File: src/include/chip_select_pkg.sv
// constants shared by the chip-select option logic
package chip_select_pkg;

    // =========================================================
    // circuit count and clocking
    localparam int NUM_SEL          = 12;   // index 0 is the boot circuit
    localparam int CLK_PERIOD_NS    = 10;
    localparam int SLOW_HALF_NS     = 40;
    localparam int SLOW_HALF_CYCLES = SLOW_HALF_NS / CLK_PERIOD_NS;

    // =========================================================
    // option word field positions
    localparam int MODE_BIT  = 15;
    localparam int BYTE_HI   = 14;
    localparam int BYTE_LO   = 13;
    localparam int RW_HI     = 12;
    localparam int RW_LO     = 11;
    localparam int STROBE_TIMING_SEL_BIT  = 10;
    localparam int ACK_HI    = 9;
    localparam int ACK_LO    = 6;
    localparam int SPACE_HI  = 5;
    localparam int SPACE_LO  = 4;
    localparam int IPL_HI    = 3;
    localparam int IPL_LO    = 1;
    localparam int AUTOVECTOR_REQ_BIT  = 0;

    // base word: address bits 23..11 above a block-size code
    localparam int BASE_HI   = 15;
    localparam int BASE_LO   = 3;
    localparam int SIZE_HI   = 2;

    // =========================================================
    // field encodings
    localparam logic [1:0] BYTE_LOWER  = 2'h1;
    localparam logic [1:0] BYTE_UPPER  = 2'h2;
    localparam logic [1:0] RW_READ     = 2'h1;
    localparam logic [1:0] RW_WRITE    = 2'h2;
    localparam logic [1:0] SPACE_CPU   = 2'h0;
    localparam logic [1:0] SPACE_USER  = 2'h1;
    localparam logic [1:0] SPACE_SUPER = 2'h2;
    localparam logic [1:0] SPACE_BOTH  = 2'h3;
    localparam logic [3:0] ACK_FAST    = 4'hE;
    localparam logic [3:0] ACK_EXTERN  = 4'hF;
    localparam logic [3:0] BOOT_WAIT   = 4'hD;
    localparam logic [2:0] FC_CPU      = 3'h7;
    localparam logic [3:0] CPU_INT_ACK_OUT    = 4'hF;

    // =========================================================
    // reset values
    localparam logic [15:0] BOOT_OPT_RESET  = 16'h7B70;
    localparam logic [15:0] BOOT_BASE_RESET = 16'h0007;
    localparam logic [15:0] OPT_RESET       = 16'h0000;
    localparam logic [15:0] BASE_RESET      = 16'h0000;

    // =========================================================
    // register byte offsets
    localparam logic [7:0] OPT_OFFSET    = 8'h00;
    localparam logic [7:0] BASE_OFFSET   = 8'h40;
    localparam logic [7:0] STATUS_OFFSET = 8'h80;

endpackage

File: src/logic/select_match.sv
// address, space, lane, direction and level match of one circuit
`timescale 1ns/100ps
module select_match
    import chip_select_pkg::*;
(
    input  wire logic [15:0] optWord,
    input  wire logic [15:0] baseWord,
    input  wire logic [23:0] addr,
    input  wire logic [2:0]  funcCode,
    input  wire logic        isRead,
    input  wire logic        upperLane,
    input  wire logic        lowerLane,
    output logic             hit
);

    // =========================================================
    // decode
    wire logic [1:0]  byteSel  = optWord[BYTE_HI:BYTE_LO];
    wire logic [1:0]  rwSel    = optWord[RW_HI:RW_LO];
    wire logic [1:0]  spaceSel = optWord[SPACE_HI:SPACE_LO];
    wire logic [2:0]  iplSel   = optWord[IPL_HI:IPL_LO];
    wire logic [2:0]  sizeCode = baseWord[SIZE_HI:0];
    wire logic        cpuSpace = (funcCode == FC_CPU);
    wire logic        iackCyc  = cpuSpace && (addr[19:16] == CPU_INT_ACK_OUT);
    wire logic [12:0] sizeMask;

    // 2K,8K,16K,64K,128K,256K,512K,1M
    assign sizeMask = (sizeCode == 3'h0) ? 13'h1FFF :
                      (sizeCode == 3'h1) ? 13'h1FFC :
                      (sizeCode == 3'h2) ? 13'h1FF8 :
                      (sizeCode == 3'h3) ? 13'h1FE0 :
                      (sizeCode == 3'h4) ? 13'h1FC0 :
                      (sizeCode == 3'h5) ? 13'h1F80 :
                      (sizeCode == 3'h6) ? 13'h1F00 : 13'h1E00;

    wire logic addrHit  = ((addr[23:11] ^ baseWord[BASE_HI:BASE_LO])
                          & sizeMask) == 13'h0000;            // [RULE16]
    wire logic laneHit  = (byteSel[1] && upperLane)
                       || (byteSel[0] && lowerLane);           // [RULE4]
    wire logic rwHit    = isRead ? rwSel[0] : rwSel[1];        // [RULE5]
    wire logic spaceHit = cpuSpace ? (spaceSel == SPACE_CPU)
                        : (spaceSel == SPACE_BOTH)
                       || (funcCode[2] && spaceSel == SPACE_SUPER)
                       || (!funcCode[2] && spaceSel == SPACE_USER);
    wire logic levelHit = !iackCyc || (addr[3:1] == iplSel);   // [RULE11]

    assign hit = addrHit && laneHit && rwHit && spaceHit && levelHit;

endmodule

File: src/logic/cycle_terminator.sv
// ends a bus cycle by wait count, fast, slow-clock or external ack
`timescale 1ns/100ps
module cycle_terminator
    import chip_select_pkg::*;
(
    input  wire logic                    clk,
    input  wire logic                    resetn,
    input  wire logic                    cycleActive,
    input  wire logic [NUM_SEL-1:0]      hitVec,
    input  wire logic [NUM_SEL-1:0][15:0] optVec,
    input  wire logic                    iackCycle,
    input  wire logic                    extAck,
    input  wire logic                    slowTick,
    output logic                         cycleDone,
    output logic                         autovectorReq,
    output logic                         doneSeen
);

    logic [3:0]  waitCount_reg;
    logic        done_reg;
    logic        seen_reg;
    logic        autovector_req_reg;
    logic [15:0] selOpt;
    logic        anyHit;

    // =========================================================
    // lowest index wins when circuits overlap
    always_comb
    begin
        selOpt = 16'h0000;
        anyHit = 1'b0;
        for (int i = NUM_SEL - 1; i >= 0; i--)
        begin
            if (hitVec[i])
            begin
                selOpt = optVec[i];
                anyHit = 1'b1;
            end
        end
    end

    wire logic [3:0] ackSel  = selOpt[ACK_HI:ACK_LO];
    wire logic       syncSel = selOpt[MODE_BIT];                 // [RULE2]
    wire logic       avecSel = selOpt[AUTOVECTOR_REQ_BIT] && iackCycle;    // [RULE12]
    wire logic       waitEnd = (ackSel == ACK_FAST)
                            || (ackSel != ACK_EXTERN
                                && waitCount_reg >= ackSel);     // [RULE7]
    // sync mode ignores the ack field entirely
    wire logic       ownEnd  = avecSel ? 1'b1                    // [RULE9]
                            : syncSel ? slowTick : waitEnd;      // [RULE3]
    wire logic       endNow  = extAck || (anyHit && ownEnd);     // [RULE8]
    wire logic       live    = cycleActive && !seen_reg;

    // =========================================================
    // cycle state
    always_ff @(posedge clk or negedge resetn)
    begin
        if (!resetn)
        begin
            waitCount_reg <= 4'h0;
            done_reg      <= 1'b0;
            seen_reg      <= 1'b0;
            autovector_req_reg      <= 1'b0;
        end
        else if (!cycleActive)
        begin
            waitCount_reg <= 4'h0;
            done_reg      <= 1'b0;
            seen_reg      <= 1'b0;
            autovector_req_reg      <= 1'b0;
        end
        else
        begin
            done_reg <= live && endNow;
            seen_reg <= seen_reg || endNow;
            autovector_req_reg <= autovector_req_reg || (live && endNow && avecSel);
            if (waitCount_reg != 4'hF)
                waitCount_reg <= waitCount_reg + 4'h1;
        end
    end

    assign cycleDone     = done_reg;
    assign autovectorReq = autovector_req_reg;
    assign doneSeen      = seen_reg;

    // =========================================================
    // checks
    property p_sync_hold;
        @(posedge clk) disable iff (!resetn)
        (live && anyHit && syncSel && !avecSel && !slowTick && !extAck)
        |=> !done_reg;
    endproperty
    a_sync_hold: assert property (p_sync_hold) // [RULE3]
        else $error("sync cycle ended without slow clock edge");

    property p_ext_ack;
        @(posedge clk) disable iff (!resetn)
        (live && extAck) ##1 cycleActive |-> done_reg;
    endproperty
    a_ext_ack: assert property (p_ext_ack) // [RULE8]
        else $error("external ack did not end the cycle");

    property p_autovector;
        @(posedge clk) disable iff (!resetn)
        (live && anyHit && avecSel) ##1 cycleActive |-> done_reg && autovector_req_reg;
    endproperty
    a_autovector: assert property (p_autovector) // [RULE9]
        else $error("autovector cycle not fast terminated");

    property p_extern_wait;
        @(posedge clk) disable iff (!resetn)
        (live && anyHit && !syncSel && !avecSel && ackSel == ACK_EXTERN
         && !extAck) |=> !done_reg;
    endproperty
    a_extern_wait: assert property (p_extern_wait) // [RULE7]
        else $error("cycle ended internally in external-ack mode");

endmodule

File: src/logic/chip_select_options.sv
// chip-select option logic with its register slave
`timescale 1ns/100ps
module chip_select_options
    import chip_select_pkg::*;

// Notes on behaviour
// [RULE1] - boot option word resets to thirteen wait states
// [RULE2] - mode bit zero is asynchronous, one follows the slow bus clock
// [RULE3] - in synchronous mode strobe and ack fields are ignored
// [RULE4] - byte field picks upper, lower, both or no lanes
// [RULE5] - direction field limits selection to reads, writes or both
// [RULE6] - strobe field picks address-strobe or data-strobe timing
// [RULE7] - ack field gives wait count or waits for external ack
// [RULE8] - external ack ends the cycle even before the wait count
// [RULE9] - autovector forces fast termination, ack field unused
// [RULE10] - software sets space field to match memory or interrupt cycles
// [RULE11] - interrupt cycles match only when level equals the level field
// [RULE12] - autovector bit answers pin interrupt ack cycles with autovector
// [RULE13] - software sets read-only for interrupt ack or autovector use
// [RULE14] - software should pick address-strobe timing for interrupt use
// [RULE15] - two byte-wide memories use twin circuits differing in lane
// [RULE16] - a circuit selects only inside its base and block range
// [RULE17] - boot circuit resets to base zero, one megabyte block
// [RULE18] - select drops at the end of the cycle it asserted in
(
    input  wire logic               clk,
    input  wire logic               resetn,
    // register slave
    input  wire logic [7:0]         avsAddress,
    input  wire logic               avsRead,
    input  wire logic               avsWrite,
    input  wire logic [31:0]        avsWriteData,
    input  wire logic [3:0]         avsByteEnable,
    output logic [31:0]             avsReadData,
    output logic                    avsWaitRequest,
    // processor bus cycle
    input  wire logic [23:0]        addr,
    input  wire logic [2:0]         funcCode,
    input  wire logic               isRead,
    input  wire logic               upperLane,
    input  wire logic               lowerLane,
    input  wire logic               addrStrobe,
    input  wire logic               dataStrobe,
    // external side
    input  wire logic [1:0]         cycleAckInN,
    output logic [1:0]              cycleAckOutN,
    output logic [1:0]              cycleAckOeN,
    output logic [NUM_SEL-1:0]      selectOutN,
    output logic                    bootSelectOutN,
    output logic                    autovectorReq,
    output logic                    slowBusClock,
    output logic                    cycleDone
);

    logic [NUM_SEL-1:0][15:0] opt_reg;
    logic [NUM_SEL-1:0][15:0] base_reg;
    logic [NUM_SEL-1:0]       hitVec;
    logic [NUM_SEL-1:0]       sel_reg;
    logic [NUM_SEL-1:0]       sel_next;
    logic [1:0]               ackMeta_reg;
    logic [1:0]               ackSync_reg;
    logic [1:0]               ackLate_reg;
    logic [1:0]               ackStable_reg;
    logic [2:0]               slowCount_reg;
    logic                     slowClk_reg;
    logic                     readAck_reg;
    logic [31:0]              readData_reg;
    logic                     doneSeen;

    // =========================================================
    // register decode
    wire logic [7:0] wordAddr  = {avsAddress[7:2], 2'b00};
    wire logic       optSpace  = wordAddr >= OPT_OFFSET
                              && wordAddr < BASE_OFFSET;
    wire logic       baseSpace = wordAddr >= BASE_OFFSET
                              && wordAddr < STATUS_OFFSET;
    wire logic [3:0] regIndex  = avsAddress[5:2];
    wire logic       indexOk   = regIndex < 4'(NUM_SEL);
    wire logic       optWrite  = avsWrite && optSpace && indexOk;
    wire logic       baseWrite = avsWrite && baseSpace && indexOk;
    wire logic [15:0] laneMask = {{8{avsByteEnable[1]}},
                                  {8{avsByteEnable[0]}}};
    wire logic [31:0] statusWord = {14'h0000, autovectorReq, cycleDone,
                                    4'h0, ~selectOutN};
    wire logic [31:0] readMux  =
        (optSpace && indexOk)  ? {16'h0000, opt_reg[regIndex]}  :
        (baseSpace && indexOk) ? {16'h0000, base_reg[regIndex]} :
        (wordAddr == STATUS_OFFSET) ? statusWord : 32'h0000_0000;

    // reads take one wait cycle, writes none
    assign avsWaitRequest = avsRead && !readAck_reg;
    assign avsReadData    = readData_reg;

    always_ff @(posedge clk or negedge resetn)
    begin
        if (!resetn)
        begin
            readAck_reg  <= 1'b0;
            readData_reg <= 32'h0000_0000;
        end
        else
        begin
            readAck_reg <= avsRead && !readAck_reg;
            if (avsRead && !readAck_reg)
                readData_reg <= readMux;
        end
    end

    // =========================================================
    // option and base registers, one pair per circuit
    genvar gi;
    generate
        for (gi = 0; gi < NUM_SEL; gi++)
        begin : g_sel
            localparam logic [15:0] OPT_INIT  =
                (gi == 0) ? BOOT_OPT_RESET : OPT_RESET;
            localparam logic [15:0] BASE_INIT =
                (gi == 0) ? BOOT_BASE_RESET : BASE_RESET;
            wire logic thisSel = (regIndex == 4'(gi));

            always_ff @(posedge clk or negedge resetn)
            begin
                if (!resetn)
                begin
                    opt_reg[gi]  <= OPT_INIT;                  // [RULE1]
                    base_reg[gi] <= BASE_INIT;                 // [RULE17]
                end
                else
                begin
                    if (optWrite && thisSel)
                        opt_reg[gi] <= (opt_reg[gi] & ~laneMask)
                                     | (avsWriteData[15:0] & laneMask);
                    if (baseWrite && thisSel)
                        base_reg[gi] <= (base_reg[gi] & ~laneMask)
                                      | (avsWriteData[15:0] & laneMask);
                end
            end

            select_match u_match
            (
                .optWord   (opt_reg[gi]),
                .baseWord  (base_reg[gi]),
                .addr      (addr),
                .funcCode  (funcCode),
                .isRead    (isRead),
                .upperLane (upperLane),
                .lowerLane (lowerLane),
                .hit       (hitVec[gi])
            );

            // sync mode always times from the address strobe
            wire logic useData = opt_reg[gi][STROBE_TIMING_SEL_BIT]
                              && !opt_reg[gi][MODE_BIT];       // [RULE3]
            wire logic strobeOk = useData ? dataStrobe
                                          : addrStrobe;        // [RULE6]
            // held off after termination until the strobe falls
            assign sel_next[gi] = hitVec[gi] && addrStrobe && strobeOk
                               && !doneSeen;                   // [RULE18]
        end
    endgenerate

    always_ff @(posedge clk or negedge resetn)
    begin
        if (!resetn)
            sel_reg <= '0;
        else
            sel_reg <= sel_next;
    end

    assign selectOutN     = ~sel_reg;
    assign bootSelectOutN = ~sel_reg[0];

    // =========================================================
    // external ack pins: three stages, accepted when stages two
    // and three agree, so a single glitch sample is dropped
    always_ff @(posedge clk or negedge resetn)
    begin
        if (!resetn)
        begin
            ackMeta_reg   <= 2'h3;
            ackSync_reg   <= 2'h3;
            ackLate_reg   <= 2'h3;
            ackStable_reg <= 2'h3;
        end
        else
        begin
            ackMeta_reg <= cycleAckInN;
            ackSync_reg <= ackMeta_reg;
            ackLate_reg <= ackSync_reg;
            for (int b = 0; b < 2; b++)
                if (ackSync_reg[b] == ackLate_reg[b])
                    ackStable_reg[b] <= ackLate_reg[b];
        end
    end

    wire logic extAck = !(&ackStable_reg);

    // =========================================================
    // slow bus clock for synchronous peripherals
    wire logic slowFlip = (slowCount_reg == 3'(SLOW_HALF_CYCLES - 1));
    wire logic slowTick = slowFlip && slowClk_reg;

    always_ff @(posedge clk or negedge resetn)
    begin
        if (!resetn)
        begin
            slowCount_reg <= 3'h0;
            slowClk_reg   <= 1'b0;
        end
        else
        begin
            slowCount_reg <= slowFlip ? 3'h0 : slowCount_reg + 3'h1;
            if (slowFlip)
                slowClk_reg <= !slowClk_reg;
        end
    end

    assign slowBusClock = slowClk_reg;

    // =========================================================
    // cycle termination
    wire logic iackCycle = (funcCode == FC_CPU) && (addr[19:16] == CPU_INT_ACK_OUT);

    cycle_terminator u_term
    (
        .clk           (clk),
        .resetn        (resetn),
        .cycleActive   (addrStrobe),
        .hitVec        (hitVec),
        .optVec        (opt_reg),
        .iackCycle     (iackCycle),
        .extAck        (extAck),
        .slowTick      (slowTick),
        .cycleDone     (cycleDone),
        .autovectorReq (autovectorReq),
        .doneSeen      (doneSeen)
    );

    // both ack lines pulled low for the terminating cycle unless it ends by autovector
    assign cycleAckOutN = 2'b00;
    assign cycleAckOeN  = {2{!(cycleDone && !autovectorReq)}};

    // =========================================================
    // checks
    property p_boot_wait;
        @(posedge clk) disable iff (!resetn)
        $rose(resetn) |-> opt_reg[0][ACK_HI:ACK_LO] == BOOT_WAIT;
    endproperty
    a_boot_wait: assert property (p_boot_wait) // [RULE1]
        else $error("boot option word not at thirteen wait states");

    property p_boot_base;
        @(posedge clk) disable iff (!resetn)
        $rose(resetn) |-> base_reg[0] == BOOT_BASE_RESET;
    endproperty
    a_boot_base: assert property (p_boot_base) // [RULE17]
        else $error("boot base not zero with one megabyte block");

    property p_drop_at_end;
        @(posedge clk) disable iff (!resetn)
        (cycleDone && addrStrobe) |=> &selectOutN;
    endproperty
    a_drop_at_end: assert property (p_drop_at_end) // [RULE18]
        else $error("select still asserted after cycle end");

    property p_lane;
        @(posedge clk) disable iff (!resetn)
        (!opt_reg[1][BYTE_HI] && upperLane && !lowerLane) |=> selectOutN[1];
    endproperty
    a_lane: assert property (p_lane) // [RULE4]
        else $error("select one asserted on unselected lane");

    property p_direction;
        @(posedge clk) disable iff (!resetn)
        (opt_reg[1][RW_HI:RW_LO] == RW_READ && !isRead) |=> selectOutN[1];
    endproperty
    a_direction: assert property (p_direction) // [RULE5]
        else $error("read-only select one asserted on a write");

endmodule

File: config.mk
export PLATFORM = sky130hd
export DESIGN_NAME = chip_select_options
export DESIGN_NICKNAME = d
export VERILOG_FILES = /design/src/include/chip_select_pkg.sv /design/src/logic/select_match.sv /design/src/logic/cycle_terminator.sv /design/src/logic/chip_select_options.sv
export SDC_FILE = /design/constraint.sdc
export NUM_CORES = 1
export LEC_CHECK = 0
export BUFFER_PORTS_ARGS = -buffer_cell sky130_fd_sc_hd__buf_4
export CORE_MARGIN = 2
export CORE_UTILIZATION = 50
export DETAILED_ROUTE_END_ITERATION = 10
export GPL_ROUTABILITY_DRIVEN = 1
export PLACE_DENSITY = 0.71
export SYNTH_ARGS = -nofsm -noshare
export SYNTH_HDL_FRONTEND = slang
export SYNTH_SLANG_ARGS = --single-unit
File: constraint.sdc
create_clock -name clk -period 4.05 [get_ports clk]
set_input_delay 0.2025 -clock clk [delete_from_list [all_inputs] [get_ports clk]]
set_output_delay 0.2025 -clock clk [all_outputs]
set_load 0.01 [all_outputs]
# [After elaboration in Yosys (flattened, before gate mapping)]
# Index checks and enable logic that the tools add are counted.
[classes] add_sub_neg=2 order_cmp=7 n_eq_ne=141 mux=159 n_bitwise=77 reduce_logical=296
[ops] op="$mux 13" count=72
[ops] op="$and 16x16->16" count=25
[ops] op="$or 16x16->16" count=24
[ops] op="$mux 16" count=14
[ops] op="$logic_and 1x1->1" count=186
[ops] op="$and 13x13->13" count=12
[ops] op="$logic_not 13->1" count=12
[ops] op="$xor 13x13->13" count=12
[ops] op="$bmux 16 s4" count=2
[ops] op="$eq 3x3->1 const B" count=37
[ops] op="$mux 9" count=12
[ops] op="$eq 3x2->1 const B" count=25
[ops] op="$mux 18" count=3
[ops] op="$mux 1" count=53
[ops] op="$logic_or 1x1->1" count=52
[ops] op="$eq 2x2->1 const B" count=24
[ops] op="$eq 3x1->1 const B" count=12
[ops] op="$eq 3x3->1" count=12
[ops] op="$logic_not 3->1" count=12
[ops] op="$eq 2x1->1 const B" count=12
[ops] op="$eq 4x4->1 const B" count=6
[ops] op="$logic_not 2->1" count=12
[ops] op="$not 12->12" count=2
[ops] op="$logic_not 1->1" count=20
[ops] op="other kinds (22)" count=29
[word_totals] regBits=448 inputBits=82 output_inout_bits=53

# [Depth between registers and ports, before layout]
# Gate-level depths: netlist (run 1).
[logic_depth] depth_word=37 depth_mapped=19

# [Hierarchy]
# A second synthesis (run 1) with hierarchy kept.
[unflattened] cells_unflattened=2031 area_unflattened_um2=24661.2
[modules_own_cells] module="chip_select_options" n_inst=1 cells_each=1415 area_per_inst_um2=19924.1
[modules_own_cells] module="select_match" n_inst=12 cells_each=38 area_per_inst_um2=297.8
[modules_own_cells] module="cycle_terminator" n_inst=1 cells_each=160 area_per_inst_um2=1163.6

# [Worst setup path before layout (run 1)]
# OpenSTA, ideal clock, no wires.
[synth_path] path_type="register -> register" startpoint="register with a tool-made name" endpoint="register u_term.seen_reg, in the netlist u_term.doneSeen" arrival_time_ns=3.424 required_ns=3.921 setup_slack_ns=0.497 path_stages_with_launch=17 path_buffers=0 synth_period_minus_slack_ns=3.553 path_cell_list="dfrtp_1 -> xor2_1 -> or4_1 -> or3_1 -> or4_4 -> nor2_4 -> a211oi_1 -> o31a_1 -> o21ai_1 -> ha_1 -> nand2b_1 -> a21oi_1 -> nor2b_1 -> o21ai_0 -> nand2b_1 -> o211ai_2 -> a31oi_1"
[synth_rtl] item="end signal, assigned" line="cycle_terminator.sv:75" text="seen_reg <= seen_reg || endNow;"
[synth_rtl] item="end, declared" line="cycle_terminator.sv:21" text="logic seen_reg;"

==> flow_summary.toml, run 1 <==
[setup_path]
crit_fanout = 4
crit_slowest_cell = "or4_4"
r2r_cells = 16
start_kind = "register"
cp_data_arrival_time_ns = 4.33
regToRegEndpoint = "u_term.cycleDone"
path_class = "register to register"
endpoint_kind = "register"
cp.required_ns = 4.50
reg2reg_slack_ns = 0.17
path_cells = "nor2_1 > or4_4 > or3_1 > or4_4 > nor2_4 > a211oi_1 > o31a_1 > o21ai_2 > ha_1 > nand2b_1 > a21oi_1 > nor2b_1 > o21ai_0 > nand2b_1 > o211ai_2 > a21oi_1"
slowest_delay_ns = 0.55

[layout]
nets = 2270
area_growth_pct = 15.1
fin_cells = 2836
stdcell_area_sq_mm = 0.0278
final_core_util = 0.582
drive_above_1_share = 0.368

[clock_tree]
cts_setup_buffers = 0
cts-buffers-inserted = 48
numClockSinks = 434
cts_buffer_depth = 3
htreeDepth = 2
cts_tree = "done"
clock_latency_ns = 0.60
clk_pin_slew_worst_paths_ns = 0.06
cts_root_buffer = "clkbuf_16"

[placement]
place_ws_ns = 0.0430
place.gp.congestion = 0.998
placed_cell_area_sq_mm = 0.0262
placed_cells = 2743
place.detailed.hpwl_um = 56400
io_buffers = 90

[min_path]
whs_path_depth = 3
min_path_type = "primary input to register"
min_from = "avsWriteData[8]"

[sta]
skew_ns = 0.0226
relSlewSlack = 0.263
fin_crit_sh = 0.958
setup_slack_ns = 0.171
setup_viol = 0
fin_crit_ns = 3.88
hold_slack_ns = 0.0268
rsz0062_at_grt = "no"
clock.fmax_mhz = 258
drv_slew = 0
hold_viol = 0
tightest_slew_ns = 1.10

[floorplan]
row_count = 80
dieWidth_um = 224
ios = 135
die_area_sq_mm = 0.0501
design.core.area_sq_mm = 0.0477
fp.dieH_um = 224
start_util = 0.506

[logic_synthesis]
synth_seq_cells = 434
ys.flop_type = "dfrtp_1"
synth_mux_area_frac = 0.284
ys_types = 68
synth_edf_count = 0
ys_seq_area_frac = 0.451
yosysWarnings = 0
syn_area_per_cell_sq_um = 11.9
synthAdderAreaFrac = 0.00435
synth_top_family_by_area = "multiplexers"
synth_cells = 2023
async_flop_share = 1.00
synthXorXnorAreaFrac = 0.0704
synth_compound_area_frac = 0.0792
synth_area_sq_mm = 0.0241
yosys.area_share.simple = 0.0799

[power]
power.share.switching = 0.275
p_clk_frac = 0.403
p_seq_frac = 0.458
pwr-share-comb = 0.139
peakVddDrop_v = 0.000341
p_per_area_mw_per_mm2 = 387
internal_power_mw = 7.80
p_sw_mw = 2.96
leakage_nw = 12.8

[job]
drv_cap = 0

[route]
drc_errors = 0
wl_per_cell_um = 27.7
dr.pass1.iters = 6
first_iter_violations = 2275
vias_per_cell = 6.48
routed_wl_um = 78400
ant_nets = 0
vias = 18400

[global_route]
antenna_found_initial = 3
use_met3 = 0.0699
grt_pass1_vias = 18300
grt_max_degree = 120
use_met2 = 0.477
grt.met1_usage = 0.448
grt_pass1_wl_um = 118000
overflow = 0
top_usage_layer = "met2"
track_usage = 0.315

[status]
outcome = "finished clean"
## kinds of logic (layout without fill, tap and decap cells)
| logic type | count (synthesis) | after routing |
|---|---|---|
| and+or+nand+nor | 395 | 395 |
| muxes | 519 | 519 |
| xor gates and xnor gates | 194 | 194 |
| other | 1 | 17 |
| adders and majority gates | 9 | 9 |
| AOI/OAI and AO/OA | 300 | 300 |
| buffers and inverters | 171 | 353 |
| DFF | 434 | 434 |
## synth_stat cells (20+ instances only)
cell	count	area [sq um]
a21oi_1	66	330
buf_2	24	120
clkbuf_1	78	293
dfrtp_1	414	10400
dfstp_2	20	526
inv_1	34	128
mux2_2	375	4220
mux2i_1	48	480
mux4_2	96	2160
nand2_1	132	495
nand3_1	28	140
nor2_1	93	349
nor3_1	31	155
o21ai_0	96	480
xnor2_1	84	736
xor2_1	110	963
## cell type report
cell class | instances | area [sq um]
fillers | 3910 | 19900
multi-input cells | 1433 | 12600
flip-flops and latches | 434 | 10900
repair buffers | 231 | 1830
clock buffers | 68 | 1410
well taps | 615 | 769
clock inverters | 20 | 145
inverters | 34 | 128
diodes | 1 | 2.50
## power groups by stage
| stage | Clock (mW) | Sequential, mW | Combinational, mW |
|---|---|---|---|
| final | 4.33 | 4.93 | 1.50 |
| after global routing | 4.53 | 4.96 | 1.60 |
| after CTS | 4.37 | 4.92 | 1.48 |
| after detailed placement | 0 | 4.99 | 1.46 |
| after global placement | 0 | 4.97 | 1.44 |
| after floorplan | 0 | 4.90 | 0.928 |
## timing repair
action / CTS / global route
hold endpoints to repair: 120 / 0
hold buffers: 4 / 0
gates resized for setup: 0 / 12
endpoints found under the setup margin: 0 / 2
## worst max-delay path by stage
stage,startpoint,end,cells past startpoint
global route,register,u_term.doneSeen,16
detailed placement,addr[19],u_term.doneSeen,20
finish,register,u_term.cycleDone,16
floorplan,register,u_term.doneSeen,16
global placement,addr[20],u_term.cycleDone,17
CTS,register,u_term.cycleDone,16
## critical path: cells and delay by family (launching register included)
| kind | cells | cell delay (ns) |
|---|---|---|
| compound gates | 7 | 1.09 |
| fa+ha+maj | 1 | 0.25 |
| flops | 1 | 0.39 |
| simple gates | 8 | 1.99 |
## layout by cell type (no fill, tap or decap), types with 49 or more instances in the layout
| cell type | count |
|---|---|
| buf_4 | 219 |
| mux2_2 | 375 |
| xor2_1 | 110 |
| o21ai_0 | 95 |
| mux4_2 | 96 |
| a21oi_1 | 66 |
| dfrtp_1 | 414 |
| clkbuf_16 | 49 |
| nor2_1 | 93 |
| nand2_1 | 132 |
| xnor2_1 | 84 |
## metal layers
metal / routed length, um / vias up
li1: - / 7714
met1: 32700 / 9483
met2: 35300 / 1003
met3: 7580 / 171
met4: 2860 / 4
met5: 26 / -
## stage by stage
stage	setup TNS [ns]	power, mW
floorplan	0	5.83
detailed placement	0	6.45
global route	0	11.1
global placement	-0.00241	6.40
CTS	0	10.8
finish	0	10.8
Power figures use the tool's default switching activity.
==> run 2: changes to the inputs <==
- clock period: 4.05 -> 4.45 ns (I/O delays scaled with it)
==> flow_summary.toml, run 2 (synthesized netlist as in run 1, its figures left out) <==
[status]
outcome = "finished clean"

[clock_tree]
cts_buffer_depth = 3
clock_latency_ns = 0.60
cts_root_buffer = "clkbuf_16"
clk_pin_slew_worst_paths_ns = 0.06
htreeDepth = 2
cts-buffers-inserted = 48
cts_tree = "done"
numClockSinks = 434

[job]
drv_cap = 0

[global_route]
overflow = 0
grt_max_degree = 120
grt_pass1_wl_um = 115000
track_usage = 0.312
grt_pass1_vias = 17800
antenna_found_initial = 3
grt.met1_usage = 0.443
use_met2 = 0.450
use_met3 = 0.0846
top_usage_layer = "met2"

[min_path]
min_path_type = "primary input to register"

[sta]
setup_viol = 0
hold_viol = 0
tightest_slew_ns = 1.22
drv_slew = 0
setup_slack_ns = 0.245
relSlewSlack = 0.181
rsz0062_at_grt = "no"
hold_slack_ns = 0.0230
clock.fmax_mhz = 238
fin_crit_sh = 0.945
fin_crit_ns = 4.21
skew_ns = 0.0166

[floorplan]
die_area_sq_mm = 0.0501
ios = 135
dieWidth_um = 224
design.core.area_sq_mm = 0.0477
row_count = 80
start_util = 0.506
fp.dieH_um = 224

[placement]
place.gp.congestion = 0.975
placed_cells = 2675
place_ws_ns = -0.0802
io_buffers = 90
place.detailed.hpwl_um = 55500

[layout]
fillCellCount = 3911
final_core_util = 0.573
seqCellArea_sq_mm = 0.0109
final_common_cell = "dfrtp_1"
drive_above_1_share = 0.343
layout_common_cells = "414 x dfrtp_1, 375 x mux2_2, 152 x buf_4, 132 x nand2_1, 110 x xor2_1"
fin_cells = 2769
nets = 2202
area_growth_pct = 13.2
multi_input_area_sq_mm = 0.0126

[route]
dr.pass1.iters = 6
vias = 17900
first_iter_violations = 2106
drc_errors = 0
routed_wl_um = 76900
ant_nets = 0
vias_per_cell = 6.48
wl_per_cell_um = 27.8

[setup_path]
start_kind = "register"
path_cells = "xor2_1 > o311ai_0 > o21ai_0 > or4_1 > nor2_1 > a211o_1 > a21oi_1 > o31ai_1 > ha_1 > nor2b_1 > o21ai_0 > nand2b_1 > o211ai_2 > a21oi_1"
cp_data_arrival_time_ns = 4.67
cp.required_ns = 4.91
path_buf_inv = 0
path_class = "register to register"
crit_fanout = 5
endpoint_kind = "register"
slowest_delay_ns = 0.95
crit_slowest_cell = "o311ai_0"
critPathTopFamily = "compound AO/OA/AOI/OAI gates"

[power]
leakage_nw = 12.5
peakVddDrop_v = 0.000331
p_per_area_mw_per_mm2 = 366
==> run 2: changes by cell type in the layout (fill, tap and decap cells not counted), moves of 4 or more <==
cell and change:
bufinv_16 +4, clkinv_2 -6, buf_4 -67, clkbuf_1 +4
==> run 2: power breakdown <==
part | total (mW) | internal (mW) | switching, mW
Clock | 4.20 | 2.53 | 1.67
Sequential | 4.50 | 4.22 | 0.279
Combinational | 1.30 | 0.589 | 0.712
Total | 10.0 | 7.34 | 2.66
==> run 2: repair_timing <==
action,CTS,global route
setup buffers,0,0
hold buffers,4,0
resized for setup,1,0
endpoints found under the hold margin,118,0
setup endpoints to repair,2,0
==> run 2: area by class of cell <==
type	instances	area share
diodes	1	0.0000915
clock buffers	74	0.0530
clock inverters	15	0.00769
inverters	34	0.00467
multi-input cells	1433	0.460
flip-flops and latches	434	0.398
well taps	615	0.0281
repair buffers	163	0.0478
==> run 2: worst paths after layout <==
kind                               endpoint  slack, ns  cells past startpoint             from
max                        u_term.cycleDone       0.24                     14         register
min                                register       0.02                      3  avsWriteData[9]
max reg2reg                u_term.cycleDone       0.24                     14         register
min reg2reg                  ackSync_reg[1]       0.35                      0   ackMeta_reg[1]
max in group asynchronous    ackMeta_reg[0]       3.06                      3           resetn
min in group asynchronous         async pin       0.31                      2           resetn
==> run 2: stage by stage <==
step | setup TNS, ns | cell area, sq um | power [mW]
floorplan | 0 | 24200 | 5.31
global placement | 0 | 25600 | 5.79
detailed placement | -0.159 | 25600 | 5.83
CTS | 0 | 27300 | 10.0
global route | 0 | 27300 | 10.3
finish | 0 | 27300 | 10.0
==> run 2: layer usage <==
metal / vias up / routed length [um]
met2: 984 / 33100
met3: 177 / 8110
met5: - / 27
met4: 4 / 3680
li1: 7583 / -
met1: 9197 / 32000
==> run 2: tightest hold or removal path, delay by kind of cell <==
family,cells,cell delay [ns]
AO/OA/AOI/OAI,1,0.07
buffers and inverters,1,0.20
AND/OR/NAND/NOR,1,0.08
==> run 3: changes to the inputs <==
- CAP_MARGIN: default -> 20
- REMOVE_ABC_BUFFERS: default -> 1
==> flow_summary.toml, run 3 (synthesized netlist as in run 1, its figures left out) <==
[route]
ant_nets = 0
first_iter_violations = 1818
vias_per_cell = 6.42
vias = 17900
wl_per_cell_um = 27.5
dr.pass1.iters = 6
routed_wl_um = 76300
drc_errors = 0

[sta]
clock.fmax_mhz = 242
fin_crit_sh = 0.929
skew_ns = 0.0229
hold_viol = 0
hold_slack_ns = 0.0291
fin_crit_ns = 4.13
tightest_slew_ns = 1.03
rsz0062_at_grt = "no"
drv_slew = 0
fin_setup_tns_ns = 0
relSlewSlack = 0.308
setup_viol = 0

[setup_path]
regToRegEndpoint = "u_term.doneSeen"
slowest_delay_ns = 0.60
crit_fanout = 4
reg2reg_slack_ns = 0.32
cp.required_ns = 4.92
path_cells = "o22ai_1 > a2111oi_0 > nand3_1 > a211oi_2 > buf_4 > a211o_1 > a21oi_1 > o31ai_1 > ha_1 > nor2b_1 > o21ai_0 > nand2b_1 > o211ai_2 > a31oi_1"
endpoint_kind = "register"
crit_slowest_cell = "a2111oi_0"
cp_data_arrival_time_ns = 4.60
r2r_cells = 14
path_class = "register to register"
start_kind = "register"

[clock_tree]
clock_latency_ns = 0.60
cts_tree = "done"
cts_buffer_depth = 3
cts-buffers-inserted = 47
numClockSinks = 434
cts_root_buffer = "clkbuf_16"
htreeDepth = 2
clk_pin_slew_worst_paths_ns = 0.06
cts_setup_buffers = 0

[placement]
io_buffers = 90
place.detailed.hpwl_um = 55100
place.gp.congestion = 0.992
placed_cells = 2686

[floorplan]
die_area_sq_mm = 0.0501
fp.dieH_um = 224
dieWidth_um = 224
design.core.area_sq_mm = 0.0477
ios = 135
row_count = 80
start_util = 0.506

[power]
p_sw_mw = 2.64
p_per_area_mw_per_mm2 = 356
power.share.switching = 0.271
pwr-share-comb = 0.135
leakage_nw = 12.5
p_total_mw = 9.72
p_clk_frac = 0.404
internal_power_mw = 7.08
peakVddDrop_v = 0.000299
p_seq_frac = 0.462

[global_route]
grt_max_degree = 119
track_usage = 0.309
grt_pass1_wl_um = 116000
antenna_found_initial = 4
grt_pass1_vias = 18300
overflow = 0

[layout]
fillCellCount = 3935
area_growth_pct = 13.1
final_common_cell = "dfrtp_1"
layout_common_cells = "414 x dfrtp_1, 375 x mux2_2, 162 x buf_4, 132 x nand2_1, 110 x xor2_1"
drive_above_1_share = 0.344
multi_input_area_sq_mm = 0.0126
fin_cells = 2779
nets = 2212
seqCellArea_sq_mm = 0.0109

[status]
outcome = "finished clean"

[min_path]
min_from = "avsWriteData[6]"
whs_path_depth = 3
min_path_type = "primary input to register"

[job]
drv_cap = 0
-- run 3: cell type report --
cell class	count	share of cell area
tap	615	0.0282
clock buffer	75	0.0510
sequential	434	0.399
multi-input combinational	1433	0.461
inverter	34	0.00467
timing repair buffer	174	0.0514
antenna	1	0.0000916
clock inverter	13	0.00509
-- run 3: power by group through the flow --
stage | Sequential (mW) | Combinational (mW) | Clock (mW)
floorplan | 4.46 | 0.712 | 0
global placement | 4.53 | 1.25 | 0
detailed placement | 4.55 | 1.29 | 0
CTS | 4.48 | 1.30 | 3.97
global route | 4.52 | 1.41 | 4.14
finish | 4.49 | 1.31 | 3.92
-- run 3: metal layers --
metal	vias to the layer above	routed length (um)	track usage
met4	6	3230	0.122
met2	876	35400	0.486
met3	214	7540	0.0839
met5	-	34	0
li1	7602	-	-
met1	9155	30100	0.410
-- run 3: critical path, delay by kind of cell, from the launching register on --
family                   cells  cell delay, ns
AO/OA/AOI/OAI                9            2.30
adder cells (fa/ha/maj)      1            0.33
AND/OR/NAND/NOR              3            0.63
flip-flops                   1            0.54
buffers and inverters        1            0.22
-- run 3: worst max path at each step --
stage	start	to	slack [ns]	depth (start not counted)
6_report	register	u_term.doneSeen	0.32	14
5_1_grt	register	u_term.doneSeen	0.16	16
4_1_cts	register	u_term.doneSeen	0.14	14
3_5_place_dp	funcCode[2]	u_term.doneSeen	0.03	16
3_3_place_gp	funcCode[2]	u_term.cycleDone	0.12	18
2_1_floorplan	register	u_term.doneSeen	0.90	16
-- run 3: metrics by stage --
step	worst slack (ns)	utilization	cell area (sq um)
2_1_floorplan	0.897	-	23600
3_5_place_dp	0.0316	0.539	25700
6_report	0.317	0.572	27300
5_1_grt	0.160	0.572	27300
3_3_place_gp	0.119	0.539	25700
4_1_cts	0.140	0.572	27300
-- run 3: timing repair --
action / CTS / global route
hold buffers: 4 / 0
setup endpoints to repair: 0 / 2
gates resized for setup: 0 / 1
endpoints found under the hold margin: 116 / 0
